[src/shared/sync_serial_cfg.svh]
// Offsets, field positions and reset values for the serial port block
`ifndef SYNC_SERIAL_CFG_SVH
`define SYNC_SERIAL_CFG_SVH
`define ADR_A_PDATA 16'hFFBD
`define ADR_A_PDIR 16'hFFBE
`define ADR_A_PFUNC 16'hFFBF
`define ADR_A_CTL1 16'hFFB0
`define ADR_A_CTL2 16'hFFB1
`define ADR_A_CTL3 16'hFFB2
`define ADR_A_STAT 16'hFFB3
`define ADR_A_RXD 16'hFFB4
`define ADR_A_TXD 16'hFFB5
`define ADR_A_NULL 16'hFFB6
`define ADR_B_PDATA 16'hFFAD
`define ADR_B_PDIR 16'hFFAE
`define ADR_B_PFUNC 16'hFFAF
`define ADR_B_CTL1 16'hFFA0
`define ADR_B_CTL2 16'hFFA1
`define ADR_B_CTL3 16'hFFA2
`define ADR_B_STAT 16'hFFA3
`define ADR_B_RXD 16'hFFA4
`define ADR_B_TXD 16'hFFA5
`define ADR_B_NULL 16'hFFA6
`define PIN_RST 6'h00
`define PFUNC_EN_BIT 7
`define CTL_RST 8'h00
`define C2_TX_EN 0
`define C2_RX_EN 1
`define C2_TIE 2
`define C2_RIE 3
`define C2_TEIE 4
`define C2_REIE 5
`define C2_TLIE 6
`define C2_RLIE 7
`define C3_SLOTS 0
`define C3_SHARED 1
`define ST_RLS 0
`define ST_TLS 1
`define ST_UNDER 4
`define ST_OVER 5
`define ST_TEMPTY 6
`define ST_RFULL 7
`define WORD_BITS 16
`define PIN_SCLK 0
`define PIN_RFS 1
`define PIN_TFS 2
`define PIN_TXD 3
`define PIN_RXD 4
`endif

[src/shared/sync_serial_pkg.sv]
// Types shared by the serial port block
package sync_serial_pkg;
    typedef enum logic {TX_IDLE, TX_SHIFT} tx_state_t;
    typedef enum logic [2:0] {
        EXC_NONE, EXC_RX_ERR, EXC_RX, EXC_RX_LAST,
        EXC_TX_ERR, EXC_TX_LAST, EXC_TX
    } exc_code_t;
endpackage

[src/design/sync_serial_port.sv]
// Serial port pin control, GPIO fallback, framing and exceptions
`timescale 1ns/1ps
`include "sync_serial_cfg.svh"

// Notes on behaviour
// - Each pin-select bit gives its pin to the serial engine, else GPIO.
// - Port drive enable cleared makes every pin high impedance.
// - Bit 6 and bits 8 to 15 of pin control read zero.
// - GPIO direction bit set means output, cleared means input.
// - Reset clears the direction register.
// - GPIO data reads live level on input pins, written value on output pins; written value drives output pins.
// - Reset clears the pin data register.
// - Serial engine held in reset while no pin is serial.
// - Clearing all pin selects resets status but keeps control registers.
// - Data register accesses during individual reset have no defined effect.
// - Exception priority: rx error, rx, rx last, tx error, tx last, tx.
// - Rx error exception on full buffer with overrun; status then rx read.
// - Rx exception on full buffer without error; rx read clears it.
// - Rx last-slot exception after final slot ends, slot mode only.
// - Tx error exception on empty with underrun; status then write clears.
// - Tx last-slot exception at start of final slot, slot mode only.
// - Tx exception on empty without error; tx or null write clears it.
// - One word per frame, or 2 to 32 slots in slot mode.
// - On-demand mode sends frame sync only when transmit data waits.
// - On-demand: tx frame sync is output, rx frame sync is input.
// - On-demand holds one pending word and disables underrun.
// - Overrun set when a finished word meets a full receive buffer.
// - Underrun set when a slot has no new data; last word resent.
module sync_serial_port
    import sync_serial_pkg::*;
#(
    parameter bit PORT_B = 1'b0 // Selects the second register bank
) (
    input wire logic ref_clk, // System clock, 125 MHz
    input wire logic sys_rst, // Synchronous reset, active high
    input wire logic clk_en, // Freezes all state while low
    input wire logic [15:0] addr, // Register address
    input wire logic [15:0] wr_data, // Write data
    input wire logic wr_en, // Write strobe
    input wire logic rd_en, // Read strobe
    output logic [15:0] rd_data, // Read data, cycle after strobe
    input wire logic [5:0] pin_i, // Pin levels seen at the pads
    output logic [5:0] pin_o, // Pin drive values
    output logic [5:0] pin_oe, // Pin drive enables, high drives
    output logic exc_req, // Any exception pending
    output exc_code_t exc_code // Highest pending exception
);
    localparam logic [15:0] A_PDATA = PORT_B ? `ADR_B_PDATA : `ADR_A_PDATA;
    localparam logic [15:0] A_PDIR = PORT_B ? `ADR_B_PDIR : `ADR_A_PDIR;
    localparam logic [15:0] A_PFUNC = PORT_B ? `ADR_B_PFUNC : `ADR_A_PFUNC;
    localparam logic [15:0] A_CTL1 = PORT_B ? `ADR_B_CTL1 : `ADR_A_CTL1;
    localparam logic [15:0] A_CTL2 = PORT_B ? `ADR_B_CTL2 : `ADR_A_CTL2;
    localparam logic [15:0] A_CTL3 = PORT_B ? `ADR_B_CTL3 : `ADR_A_CTL3;
    localparam logic [15:0] A_STAT = PORT_B ? `ADR_B_STAT : `ADR_A_STAT;
    localparam logic [15:0] A_RXD = PORT_B ? `ADR_B_RXD : `ADR_A_RXD;
    localparam logic [15:0] A_TXD = PORT_B ? `ADR_B_TXD : `ADR_A_TXD;
    localparam logic [15:0] A_NULL = PORT_B ? `ADR_B_NULL : `ADR_A_NULL;

    logic [5:0] psel_q;
    logic [5:0] pdir_q;
    logic [5:0] pdat_q;
    logic [5:0] sync1_q;
    logic [5:0] sync2_q;
    logic pen_q, sclk_prev_q;
    logic [7:0] ctl1_q;
    logic [7:0] ctl2_q;
    logic [7:0] ctl3_q;
    logic [15:0] rd_data_q;
    logic [15:0] rx_buf_q;
    logic [15:0] rx_sh_q;
    logic [15:0] tx_buf_q;
    logic [15:0] tx_sh_q;
    logic [15:0] tx_last_q;
    logic rdf_q, roe_q, tde_q, tue_q, null_q, roe_arm_q, tue_arm_q;
    logic rls_q, tls_q, tx_fs_q, tx_out_q, tx_drive_q, rx_act_q;
    logic [4:0] rx_cnt_q;
    logic [4:0] rx_slot_q;
    logic [4:0] tx_slot_q;
    logic [3:0] tx_cnt_q;
    tx_state_t tx_st_q;

    // Decodes and derived controls
    logic ir, eng_rst, wr_tx, wr_null, rd_rx, rd_stat, net, ondem;
    logic sclk, rise, fall, rfs, rx_word_done, tx_start, underrun;
    logic [4:0] last_slot;
    assign ir = ~|psel_q;
    assign eng_rst = sys_rst | ir;
    assign wr_tx = wr_en & (addr == A_TXD) & ~ir;
    assign wr_null = wr_en & (addr == A_NULL) & ~ir;
    assign rd_rx = rd_en & (addr == A_RXD) & ~ir;
    assign rd_stat = rd_en & (addr == A_STAT);
    assign net = ctl3_q[`C3_SLOTS];
    assign ondem = net & (ctl1_q[4:0] == 5'h00);
    assign last_slot = net ? ctl1_q[4:0] : 5'h00;

    // Bit clock sampled by the system clock; edges from settled stages
    // Previous level follows the pad, so selecting the pin fakes no edge
    assign sclk = sync2_q[`PIN_SCLK];
    assign rise = psel_q[`PIN_SCLK] & sclk & ~sclk_prev_q;
    assign fall = psel_q[`PIN_SCLK] & ~sclk & sclk_prev_q;
    // Shared timing lets the receiver follow the internal sync
    assign rfs = (ctl3_q[`C3_SHARED] & ~ondem) ? tx_fs_q
               : sync2_q[`PIN_RFS] & psel_q[`PIN_RFS];
    assign rx_word_done = fall & rx_act_q
                        & (rx_cnt_q == 5'(`WORD_BITS - 1));
    // On-demand only starts a slot when a word is waiting
    assign tx_start = rise & ctl2_q[`C2_TX_EN]
                    & (tx_st_q == TX_IDLE || tx_cnt_q == 4'h0)
                    & (~ondem | ~tde_q);
    assign underrun = tx_start & tde_q & ~ondem;

    // Pin synchronisers: two stages before any logic
    always_ff @(posedge ref_clk) begin
        if (sys_rst) begin
            sync1_q <= 6'h00;
            sync2_q <= 6'h00;
            sclk_prev_q <= 1'b0;
        end else if (clk_en) begin
            sync1_q <= pin_i;
            sync2_q <= sync1_q;
            sclk_prev_q <= sclk;
        end
    end

    // Port pin registers; upper bits never stored
    always_ff @(posedge ref_clk) begin
        if (sys_rst) begin
            psel_q <= `PIN_RST;
            pen_q <= 1'b0;
            pdir_q <= `PIN_RST;
            pdat_q <= `PIN_RST;
        end else if (clk_en && wr_en) begin
            if (addr == A_PFUNC) begin
                psel_q <= wr_data[5:0];
                pen_q <= wr_data[`PFUNC_EN_BIT];
            end
            if (addr == A_PDIR)
                pdir_q <= wr_data[5:0];
            if (addr == A_PDATA)
                pdat_q <= wr_data[5:0];
        end
    end

    // Control registers survive individual reset
    always_ff @(posedge ref_clk) begin
        if (sys_rst) begin
            ctl1_q <= `CTL_RST;
            ctl2_q <= `CTL_RST;
            ctl3_q <= `CTL_RST;
        end else if (clk_en && wr_en) begin
            if (addr == A_CTL1)
                ctl1_q <= wr_data[7:0];
            if (addr == A_CTL2)
                ctl2_q <= wr_data[7:0];
            if (addr == A_CTL3)
                ctl3_q <= wr_data[7:0];
        end
    end

    // Receive shifter: MSB first, sampled on falling bit clock
    always_ff @(posedge ref_clk) begin
        if (eng_rst) begin
            rx_act_q <= 1'b0;
            rx_cnt_q <= 5'h00;
            rx_slot_q <= 5'h00;
            rx_sh_q <= 16'h0000;
        end else if (clk_en && fall && ctl2_q[`C2_RX_EN]) begin
            if (rfs && (!rx_act_q || rx_cnt_q == 5'h00)) begin
                rx_act_q <= 1'b1;
                rx_slot_q <= 5'h00;
                rx_cnt_q <= 5'h01;
                rx_sh_q <= {15'h0000, sync2_q[`PIN_RXD]};
            end else if (rx_act_q) begin
                rx_sh_q <= {rx_sh_q[14:0], sync2_q[`PIN_RXD]};
                if (rx_word_done) begin
                    rx_cnt_q <= 5'h00;
                    // Stay active until the final slot is in
                    if (rx_slot_q == last_slot)
                        rx_act_q <= 1'b0;
                    else
                        rx_slot_q <= rx_slot_q + 5'h01;
                end else begin
                    rx_cnt_q <= rx_cnt_q + 5'h01;
                end
            end
        end
    end

    // Receive buffer and its flags; hardware set beats software clear
    always_ff @(posedge ref_clk) begin
        if (eng_rst) begin
            rx_buf_q <= 16'h0000;
            rdf_q <= 1'b0;
            roe_q <= 1'b0;
            roe_arm_q <= 1'b0;
            rls_q <= 1'b0;
        end else if (clk_en) begin
            if (rd_stat && roe_q)
                roe_arm_q <= 1'b1;
            if (rd_rx)
                rdf_q <= 1'b0;
            if (rd_rx && roe_arm_q) begin
                roe_q <= 1'b0;
                roe_arm_q <= 1'b0;
            end
            if (rd_stat)
                rls_q <= 1'b0;
            if (rx_word_done) begin
                // Old word is kept on overrun; the new one is lost
                if (rdf_q && !rd_rx) begin
                    roe_q <= 1'b1;
                end else begin
                    rx_buf_q <= {rx_sh_q[14:0], sync2_q[`PIN_RXD]};
                    rdf_q <= 1'b1;
                end
                if (net && rx_slot_q == last_slot)
                    rls_q <= 1'b1;
            end
        end
    end

    // Transmit slot sequencer and shifter, updated on rising bit clock
    always_ff @(posedge ref_clk) begin
        if (eng_rst) begin
            tx_st_q <= TX_IDLE;
            tx_cnt_q <= 4'h0;
            tx_slot_q <= 5'h00;
            tx_sh_q <= 16'h0000;
            tx_last_q <= 16'h0000;
            tx_out_q <= 1'b0;
            tx_fs_q <= 1'b0;
            tx_drive_q <= 1'b0;
        end else if (clk_en && rise) begin
            tx_fs_q <= 1'b0;
            if (tx_start) begin
                tx_st_q <= TX_SHIFT;
                tx_cnt_q <= 4'h1;
                // Sync pulse lasts the first bit of the frame
                tx_fs_q <= (tx_slot_q == 5'h00) | ondem;
                if (!tde_q && null_q) begin
                    tx_drive_q <= 1'b0;
                end else if (!tde_q) begin
                    tx_drive_q <= 1'b1;
                    tx_last_q <= tx_buf_q;
                    tx_out_q <= tx_buf_q[15];
                    tx_sh_q <= {tx_buf_q[14:0], 1'b0};
                end else begin
                    tx_drive_q <= 1'b1;
                    tx_out_q <= tx_last_q[15];
                    tx_sh_q <= {tx_last_q[14:0], 1'b0};
                end
            end else if (tx_st_q == TX_SHIFT) begin
                tx_out_q <= tx_sh_q[15];
                tx_sh_q <= {tx_sh_q[14:0], 1'b0};
                tx_cnt_q <= tx_cnt_q + 4'h1;
                if (tx_cnt_q == 4'hF) begin
                    tx_slot_q <= (tx_slot_q == last_slot || ondem)
                               ? 5'h00 : tx_slot_q + 5'h01;
                    if (ondem)
                        tx_st_q <= TX_IDLE;
                end
            end else begin
                tx_drive_q <= 1'b0;
            end
        end
    end

    // Transmit buffer, empty and underrun flags
    always_ff @(posedge ref_clk) begin
        if (eng_rst) begin
            tx_buf_q <= 16'h0000;
            tde_q <= 1'b1;
            tue_q <= 1'b0;
            tue_arm_q <= 1'b0;
            null_q <= 1'b0;
            tls_q <= 1'b0;
        end else if (clk_en) begin
            if (rd_stat && tue_q)
                tue_arm_q <= 1'b1;
            if (rd_stat)
                tls_q <= 1'b0;
            // Only one word may wait in on-demand mode
            if (wr_tx && (tde_q || !ondem)) begin
                tx_buf_q <= wr_data;
                tde_q <= 1'b0;
                null_q <= 1'b0;
            end else if (wr_null) begin
                tde_q <= 1'b0;
                null_q <= 1'b1;
            end else if (tx_start && clk_en) begin
                tde_q <= 1'b1;
            end
            if ((wr_tx || wr_null) && tue_arm_q) begin
                tue_q <= 1'b0;
                tue_arm_q <= 1'b0;
            end
            if (underrun)
                tue_q <= 1'b1;
            if (tx_start && net && !ondem && tx_slot_q == last_slot)
                tls_q <= 1'b1;
        end
    end

    // Register read mux, data one cycle after the strobe
    always_ff @(posedge ref_clk) begin
        if (sys_rst) begin
            rd_data_q <= 16'h0000;
        end else if (clk_en && rd_en) begin
            case (addr)
                A_PFUNC: rd_data_q <= {8'h00, pen_q, 1'b0, psel_q};
                A_PDIR: rd_data_q <= {10'h000, pdir_q};
                A_PDATA: rd_data_q <= {10'h000,
                    (pdir_q & pdat_q) | (~pdir_q & sync2_q)};
                A_CTL1: rd_data_q <= {8'h00, ctl1_q};
                A_CTL2: rd_data_q <= {8'h00, ctl2_q};
                A_CTL3: rd_data_q <= {8'h00, ctl3_q};
                A_STAT: rd_data_q <= {8'h00, rdf_q, tde_q, roe_q, tue_q,
                    2'b00, tls_q, rls_q};
                A_RXD: rd_data_q <= rx_buf_q;
                default: rd_data_q <= 16'h0000;
            endcase
        end
    end
    assign rd_data = rd_data_q;

    // Exception conditions, each gated by its enable
    logic e_rxe, e_rx, e_rls, e_txe, e_tls, e_tx;
    assign e_rxe = ctl2_q[`C2_REIE] & rdf_q & roe_q;
    assign e_rx = ctl2_q[`C2_RIE] & rdf_q & ~roe_q;
    assign e_rls = ctl2_q[`C2_RLIE] & rls_q & net;
    assign e_txe = ctl2_q[`C2_TEIE] & tde_q & tue_q;
    assign e_tls = ctl2_q[`C2_TLIE] & tls_q & net;
    assign e_tx = ctl2_q[`C2_TIE] & tde_q & ~tue_q;

    // Fixed priority encode of pending exceptions
    always_comb begin
        if (e_rxe)
            exc_code = EXC_RX_ERR;
        else if (e_rx)
            exc_code = EXC_RX;
        else if (e_rls)
            exc_code = EXC_RX_LAST;
        else if (e_txe)
            exc_code = EXC_TX_ERR;
        else if (e_tls)
            exc_code = EXC_TX_LAST;
        else if (e_tx)
            exc_code = EXC_TX;
        else
            exc_code = EXC_NONE;
    end
    assign exc_req = (exc_code != EXC_NONE);

    // Serial-side drive: tx sync and tx data are the only serial outputs
    logic [5:0] ser_o, ser_oe;
    always_comb begin
        ser_o = 6'h00;
        ser_oe = 6'h00;
        ser_o[`PIN_TFS] = tx_fs_q;
        ser_oe[`PIN_TFS] = ctl2_q[`C2_TX_EN] & ~ir;
        ser_o[`PIN_TXD] = tx_out_q;
        // Null slots and gaps leave the data pin floating
        ser_oe[`PIN_TXD] = tx_drive_q;
    end

    // Pin mux: serial or GPIO per pin, all off without port enable
    assign pin_o = (psel_q & ser_o) | (~psel_q & pdat_q);
    assign pin_oe = {6{pen_q}}
                  & ((psel_q & ser_oe) | (~psel_q & pdir_q));
endmodule

[config.mk]
export PLATFORM = sky130hd
export DESIGN_NAME = sync_serial_port
export DESIGN_NICKNAME = d
export VERILOG_FILES = /design/src/shared/sync_serial_pkg.sv /design/src/design/sync_serial_port.sv
export VERILOG_INCLUDE_DIRS = /design/src /design/src/shared
export SDC_FILE = /design/constraint.sdc
export NUM_CORES = 1
export LEC_CHECK = 0
export BUFFER_PORTS_ARGS = -buffer_cell sky130_fd_sc_hd__buf_4
export CAP_MARGIN = 20
export CORE_UTILIZATION = 45
export DETAILED_ROUTE_END_ITERATION = 8
export GPL_TIMING_DRIVEN = 0
export PLACE_DENSITY_LB_ADDON = 0.05
export SLEW_MARGIN = 0
export SYNTH_ARGS = -nofsm -noshare
export SYNTH_HDL_FRONTEND = slang
export SYNTH_SLANG_ARGS = --single-unit
[constraint.sdc]
create_clock -name ref_clk -period 2.5 [get_ports ref_clk]
set_input_delay 0.125 -clock ref_clk [delete_from_list [all_inputs] [get_ports ref_clk]]
set_output_delay 0.125 -clock ref_clk [all_outputs]
set_load 0.01 [all_outputs]
# == Word level (Yosys, flattened, before mapping) ==
# Cells that the tools add are included.
# word_totals
input_bits,43
elab_cells,241
output_inout_bits,32
ff_bits,184
# op_classes
n_reduce_logical,64
eq_ne,17
bitwise_logic,59
n_mux,63
add_sub_neg,4
# op_table
operator,count
$eq A16 B16 Y1 const B,10
$pmux W16 S8,1
$mux W16,4
$mux W5,9
$mux W1,39
$and A1 B1 Y1,34
$reduce_and A2 Y1,16
$and A6 B6 Y6,5
$mux W15,2
$logic_and A1 B1 Y1,18
$mux W3,6
$or A6 B6 Y6,3
$reduce_bool A2 Y1,8
$add A5 B1 Y5 const B,3
$logic_not A5 Y1,3
$and A6 B4 Y6,2
$not A6 Y6,2
$reduce_and A4 Y1,3
$eq A5 B5 Y1,2
$not A1 Y1,10
$mux W4,2
$reduce_and A3 Y1,2
$reduce_bool A3 Y1,2
$reduce_or A6 Y1,1
other kinds (9),20

# == Logic depth before layout (Yosys ltp) ==
# depth
depth_word,10
ltp_mapped,9
mapped_depth_nobuf,7

# == Worst setup path before layout ==
# OpenSTA, ideal clock, no wires.
# synth_path
path_kind,reg-to-reg
start,register tx_cnt_q[0]
end,register tx_last_q[10]
setup_time_ns,0.128
path_slack_ns,0.360
stages_incl_launch_ff,10
arrival_time_ns,2.013
cell_sequence,dfxtp_1 > inv_1 > ha_1 > or3b_2 > a21oi_2 > and4_1 > buf_2 > buf_4 > mux2i_1 > nor2_1
# synth_between
elab_chain_cells,5
# synth_rtl
element,line,text
start: declaration,sync_serial_port.sv:79,logic [3:0] tx_cnt_q;
start signal: assignment,sync_serial_port.sv:255,tx_cnt_q <= tx_cnt_q + 4'h1;
$logic_not A4 Y1,sync_serial_port.sv:108,& (tx_st_q == TX_IDLE || tx_cnt_q == 4'h0)
$logic_or A1 B1 Y1,sync_serial_port.sv:108,
$and A1 B1 Y1 (2 in series),sync_serial_port.sv:107,assign tx_start = rise & ctl2_q[`C2_TX_EN]
$reduce_and A4 Y1 (no source line),n/a,
end signal: assignment,sync_serial_port.sv:244,tx_last_q <= tx_buf_q;
end: declaration,sync_serial_port.sv:73,logic [15:0] tx_last_q;
# No other way between the ends.
# A chain may end at the register's enable or synchronous reset.

# == Worst setup path in the final report ==
# layout_path
start,register ctl1_q[4]
end,register tx_buf_q[9]
# layout_between
elab_chain_cells,6
# layout_rtl
element,line,text
start: declaration,sync_serial_port.sv:65,logic [7:0] ctl1_q;
start signal: assignment,sync_serial_port.sv:147,ctl1_q <= `CTL_RST;
start signal: assignment,sync_serial_port.sv:152,ctl1_q <= wr_data[7:0];
$logic_not A5 Y1,sync_serial_port.sv:93,assign ondem = net & (ctl1_q[4:0] == 5'h00);
$and A1 B1 Y1,sync_serial_port.sv:93,
$logic_not A1 Y1,sync_serial_port.sv:283,if (wr_tx && (tde_q || !ondem)) begin
$logic_or A1 B1 Y1,sync_serial_port.sv:283,
$logic_and A1 B1 Y1,sync_serial_port.sv:283,
$reduce_and A2 Y1 (no source line),n/a,
end signal: assignment,sync_serial_port.sv:284,tx_buf_q <= wr_data;
end: declaration,sync_serial_port.sv:71,logic [15:0] tx_buf_q;
# No other way between the ends.

==> flow_metrics.tcl <==
set metrics [dict create \
    status "complete, no violations" \
    p_comb_share_pct 4.0 \
    crit_chain "clkbuf_1 -> or4b_4 -> o31a_1 -> nand4_1 -> buf_4 -> buf_4 -> mux2i_1 -> nor2_1" \
    power_switching_mw 1.466 \
    swShare_pct 25.19 \
    seqPwrFrac_pct 50.3 \
    setup_viol 0 \
    synthCells 1019 \
    synth_area_mm2 0.008737 \
    crit_path_start_kind "register" \
    fin_worst_skew_ns 0.01655 \
    slowest_stage "or4b_4" \
    cts_sinks 183 \
    fmax_mhz 425.5 \
    r2r_slack_ns 0.15 \
    syn_to_final_growth_pct 19.66 \
    insertion_delay_ns 0.45 \
    cts_setup_buffers 0 \
    syn_nets 1069 \
    viasPerCell 5.717 \
    cp_num_buf_inv 3 \
    hold_path.class "in -> reg" \
    synthTopCellsByCount "183 x dfxtp_1, 109 x a21oi_1, 105 x nand3_1" \
    nets 1179 \
    slew_violations 0 \
    async_flop_share_pct 0 \
    worst_path_most_repeated_cell "buf_4" \
    syn_area_per_cell_um2 8.574 \
    internal_power_mw 4.354 \
    rr_endpoint "tx_buf_q[9]" \
    synth_edf_count 0 \
    seq_area_mm2 0.003664 \
    hold_path_end "tde_q" \
    drt_first_iter_violations 608 \
    synth_area_leader_cell "dfxtp_1" \
    whs_path_depth 3 \
    grt.overflow.total 0 \
    synth.area.top_cells "dfxtp_1 42%, mux2i_1 9.5%, a21oi_1 6.2%" \
    gp_congestion 0.8706 \
    final_layout_size_suffix_gt1_share_pct 15.34 \
    grt_start_max_net_pins 20 \
    fp.dieW_um 141.3 \
    hold_viol_final 0 \
    powerDensity_mw_per_mm2 556.6 \
    ioPinCount 75 \
    relSlewSlack_pct 35.00 \
    routed_wl_um 26080 \
    vias 8009 \
    cts_tree "built" \
    root_buffer "clkbuf_16" \
    rsz0062_at_grt "no" \
    period_needed_ns 2.350 \
    cts_buffers 17 \
    tightest_slew_ns 0.9661 \
    power_leakage_nw 3.863 \
    worstSetupPathType "reg -> reg" \
    yosysMostFrequentCell "dfxtp_1" \
    drcViolationCount 0 \
    cp_max_fo 10 \
    placeableCoreArea_mm2 0.01889 \
    antenna_cells 0 \
    grt_usage_pct 27.03 \
    drtPass1Iterations 5 \
    yosysTopAreaCellShare_pct 41.93 \
    utilization_pct 55.34 \
    synth-seq-area-share_pct 41.93 \
    io_buffers 72 \
    start_util_pct 46.25 \
    cp.arrival_ns 2.68 \
    ant_nets 0 \
    synth_cell_types 78 \
    period_share_pct 94.00 \
    r2r_start "ctl1_q[4]" \
    max_cap_violations 0 \
    reg2reg_depth 8 \
    grt_pass1_wl_um 41360 \
    worstHoldStart "sys_rst" \
    multi_input_area_mm2 0.004684 \
    p_clk_share_pct 45.7 \
    worst_hold_slack_ns 0.1094 \
    die_y_um 141.3 \
    wl_per_cell_um 18.61 \
    cp.required_ns 2.83 \
    slowest_delay_ns 0.58 \
    fillers 1827 \
    antenna_found_initial 0 \
    rows 50 \
    dominantRegCellSynth "dfxtp_1" \
    cpLargestDelayFamily "simple AND/OR/NAND/NOR gates" \
    path_clk_slew_ns 0.08 \
    end_kind "register" \
    ir_drop_v 0.0004601 \
    ys_warn_count 0 \
    cts.path.max_buffers 2 \
    htreeDepth 4 \
    dieArea_mm2 0.01998 \
    synth_seq_cells 183 \
    dp_hpwl_um 18970 \
    grt_pass1_vias 7511 \
]
how the worst max path moves through the flow:
stage | from | end | cells past startpoint
after floorplan | tx_cnt_q[0] | tx_last_q[10] | 9
after global placement | psel_q[0] | tx_buf_q[8] | 8
after detailed placement | psel_q[0] | tx_buf_q[9] | 8
after CTS | psel_q[0] | tx_buf_q[9] | 8
after global routing | tx_cnt_q[0] | tx_last_q[8] | 9
final | ctl1_q[4] | tx_buf_q[9] | 8
layer usage:
layer,share of wire [%],vias up,track usage (%)
met2,46,223,43.59
met5,0,-,0
met4,1.9,0,8.581
met1,46,3816,36.52
met3,6.0,37,5.029
li1,-,3933,-
cell type report:
| cell class | count | area share [%] |
|---|---|---|
| Multi-Input combinational cell | 740 | 44.81 |
| Sequential cell | 183 | 35.04 |
| Timing Repair Buffer | 94 | 7.276 |
| Clock buffer | 17 | 4.069 |
| Buffer | 71 | 3.483 |
| Tap cell | 260 | 3.112 |
| Clock inverter | 14 | 1.424 |
| Inverter | 22 | 0.7899 |
flip-flops by register name (all words and copies together) (netlist names), 8 cells and up:
register   count
ctl1_q         8
ctl2_q         8
ctl3_q         8
rd_data       16
rx_buf_q      16
rx_sh_q       15
tx_buf_q      16
tx_last_q     16
tx_sh_q       15
cells in the final DEF (no fill, tap or decap), drive strengths merged, types with 7 or more instances in the layout:
master / n
inv: 31
and3: 11
o221ai: 17
ha: 7
a211oi: 12
a31oi: 8
nand4: 10
o22ai: 7
mux2: 7
nor4: 7
nand2: 102
clkbuf: 59
nand4b: 7
mux2i: 83
nor2b: 10
a21oi: 110
buf: 101
nand3: 105
nor2: 86
o21ai: 39
dlygate4sd3: 22
dfxtp: 183
or3: 7
cell families (layout without fill, tap and decap cells):
| kind of cell | after synthesis | in the layout | share of synthesized area [%] |
|---|---|---|---|
| and+or+nand+nor | 389 | 389 | 22.66 |
| AOI/OAI and AO/OA | 242 | 242 | 17.24 |
| DFF | 183 | 183 | 41.93 |
| buffers and inverters | 96 | 218 | 5.084 |
| muxes | 93 | 93 | 11.18 |
| xor gates and xnor gates | 9 | 9 | 0.9021 |
| adders and majority gates | 7 | 7 | 1.002 |
worst reg2reg max path, stage by stage (launching register included):
cell and delay, ns:
dfxtp_1 0.30, clkbuf_1 0.24, or4b_4 0.58, o31a_1 0.29, nand4_1 0.10, buf_4 0.21, buf_4 0.25, mux2i_1 0.21
nor2_1 0.06
power by group through the flow:
stage	Sequential (mW)	Combinational, mW	Clock, mW
6_report	2.93	0.232	2.66
2_1_floorplan	2.99	0.0910	0
3_3_place_gp	3.00	0.198	0
5_1_grt	2.93	0.246	2.82
3_5_place_dp	3.00	0.200	0
4_1_cts	2.93	0.228	2.69
what timing repair did:
action                     4_1_cts  5_1_grt
hold endpoints to repair        43        0
hold buffers                    22        0
gates resized for setup          4       18
setup endpoints to repair       40       65
through the flow:
step	total power [mW]	cells	worst slack (ns)	setup TNS, ns	area, um^2
6_report	5.820	1401	0.1501	0	10460
5_1_grt	6.000	1401	0.01661	0	10460
4_1_cts	5.848	1404	0.01214	0	10400
3_5_place_dp	3.199	1351	-0.2163	-4.479	9603
3_3_place_gp	3.197	1351	-0.2398	-6.419	9603
2_1_floorplan	3.085	1019	0.3598	0	8737
Power figures use the tool's default switching activity.
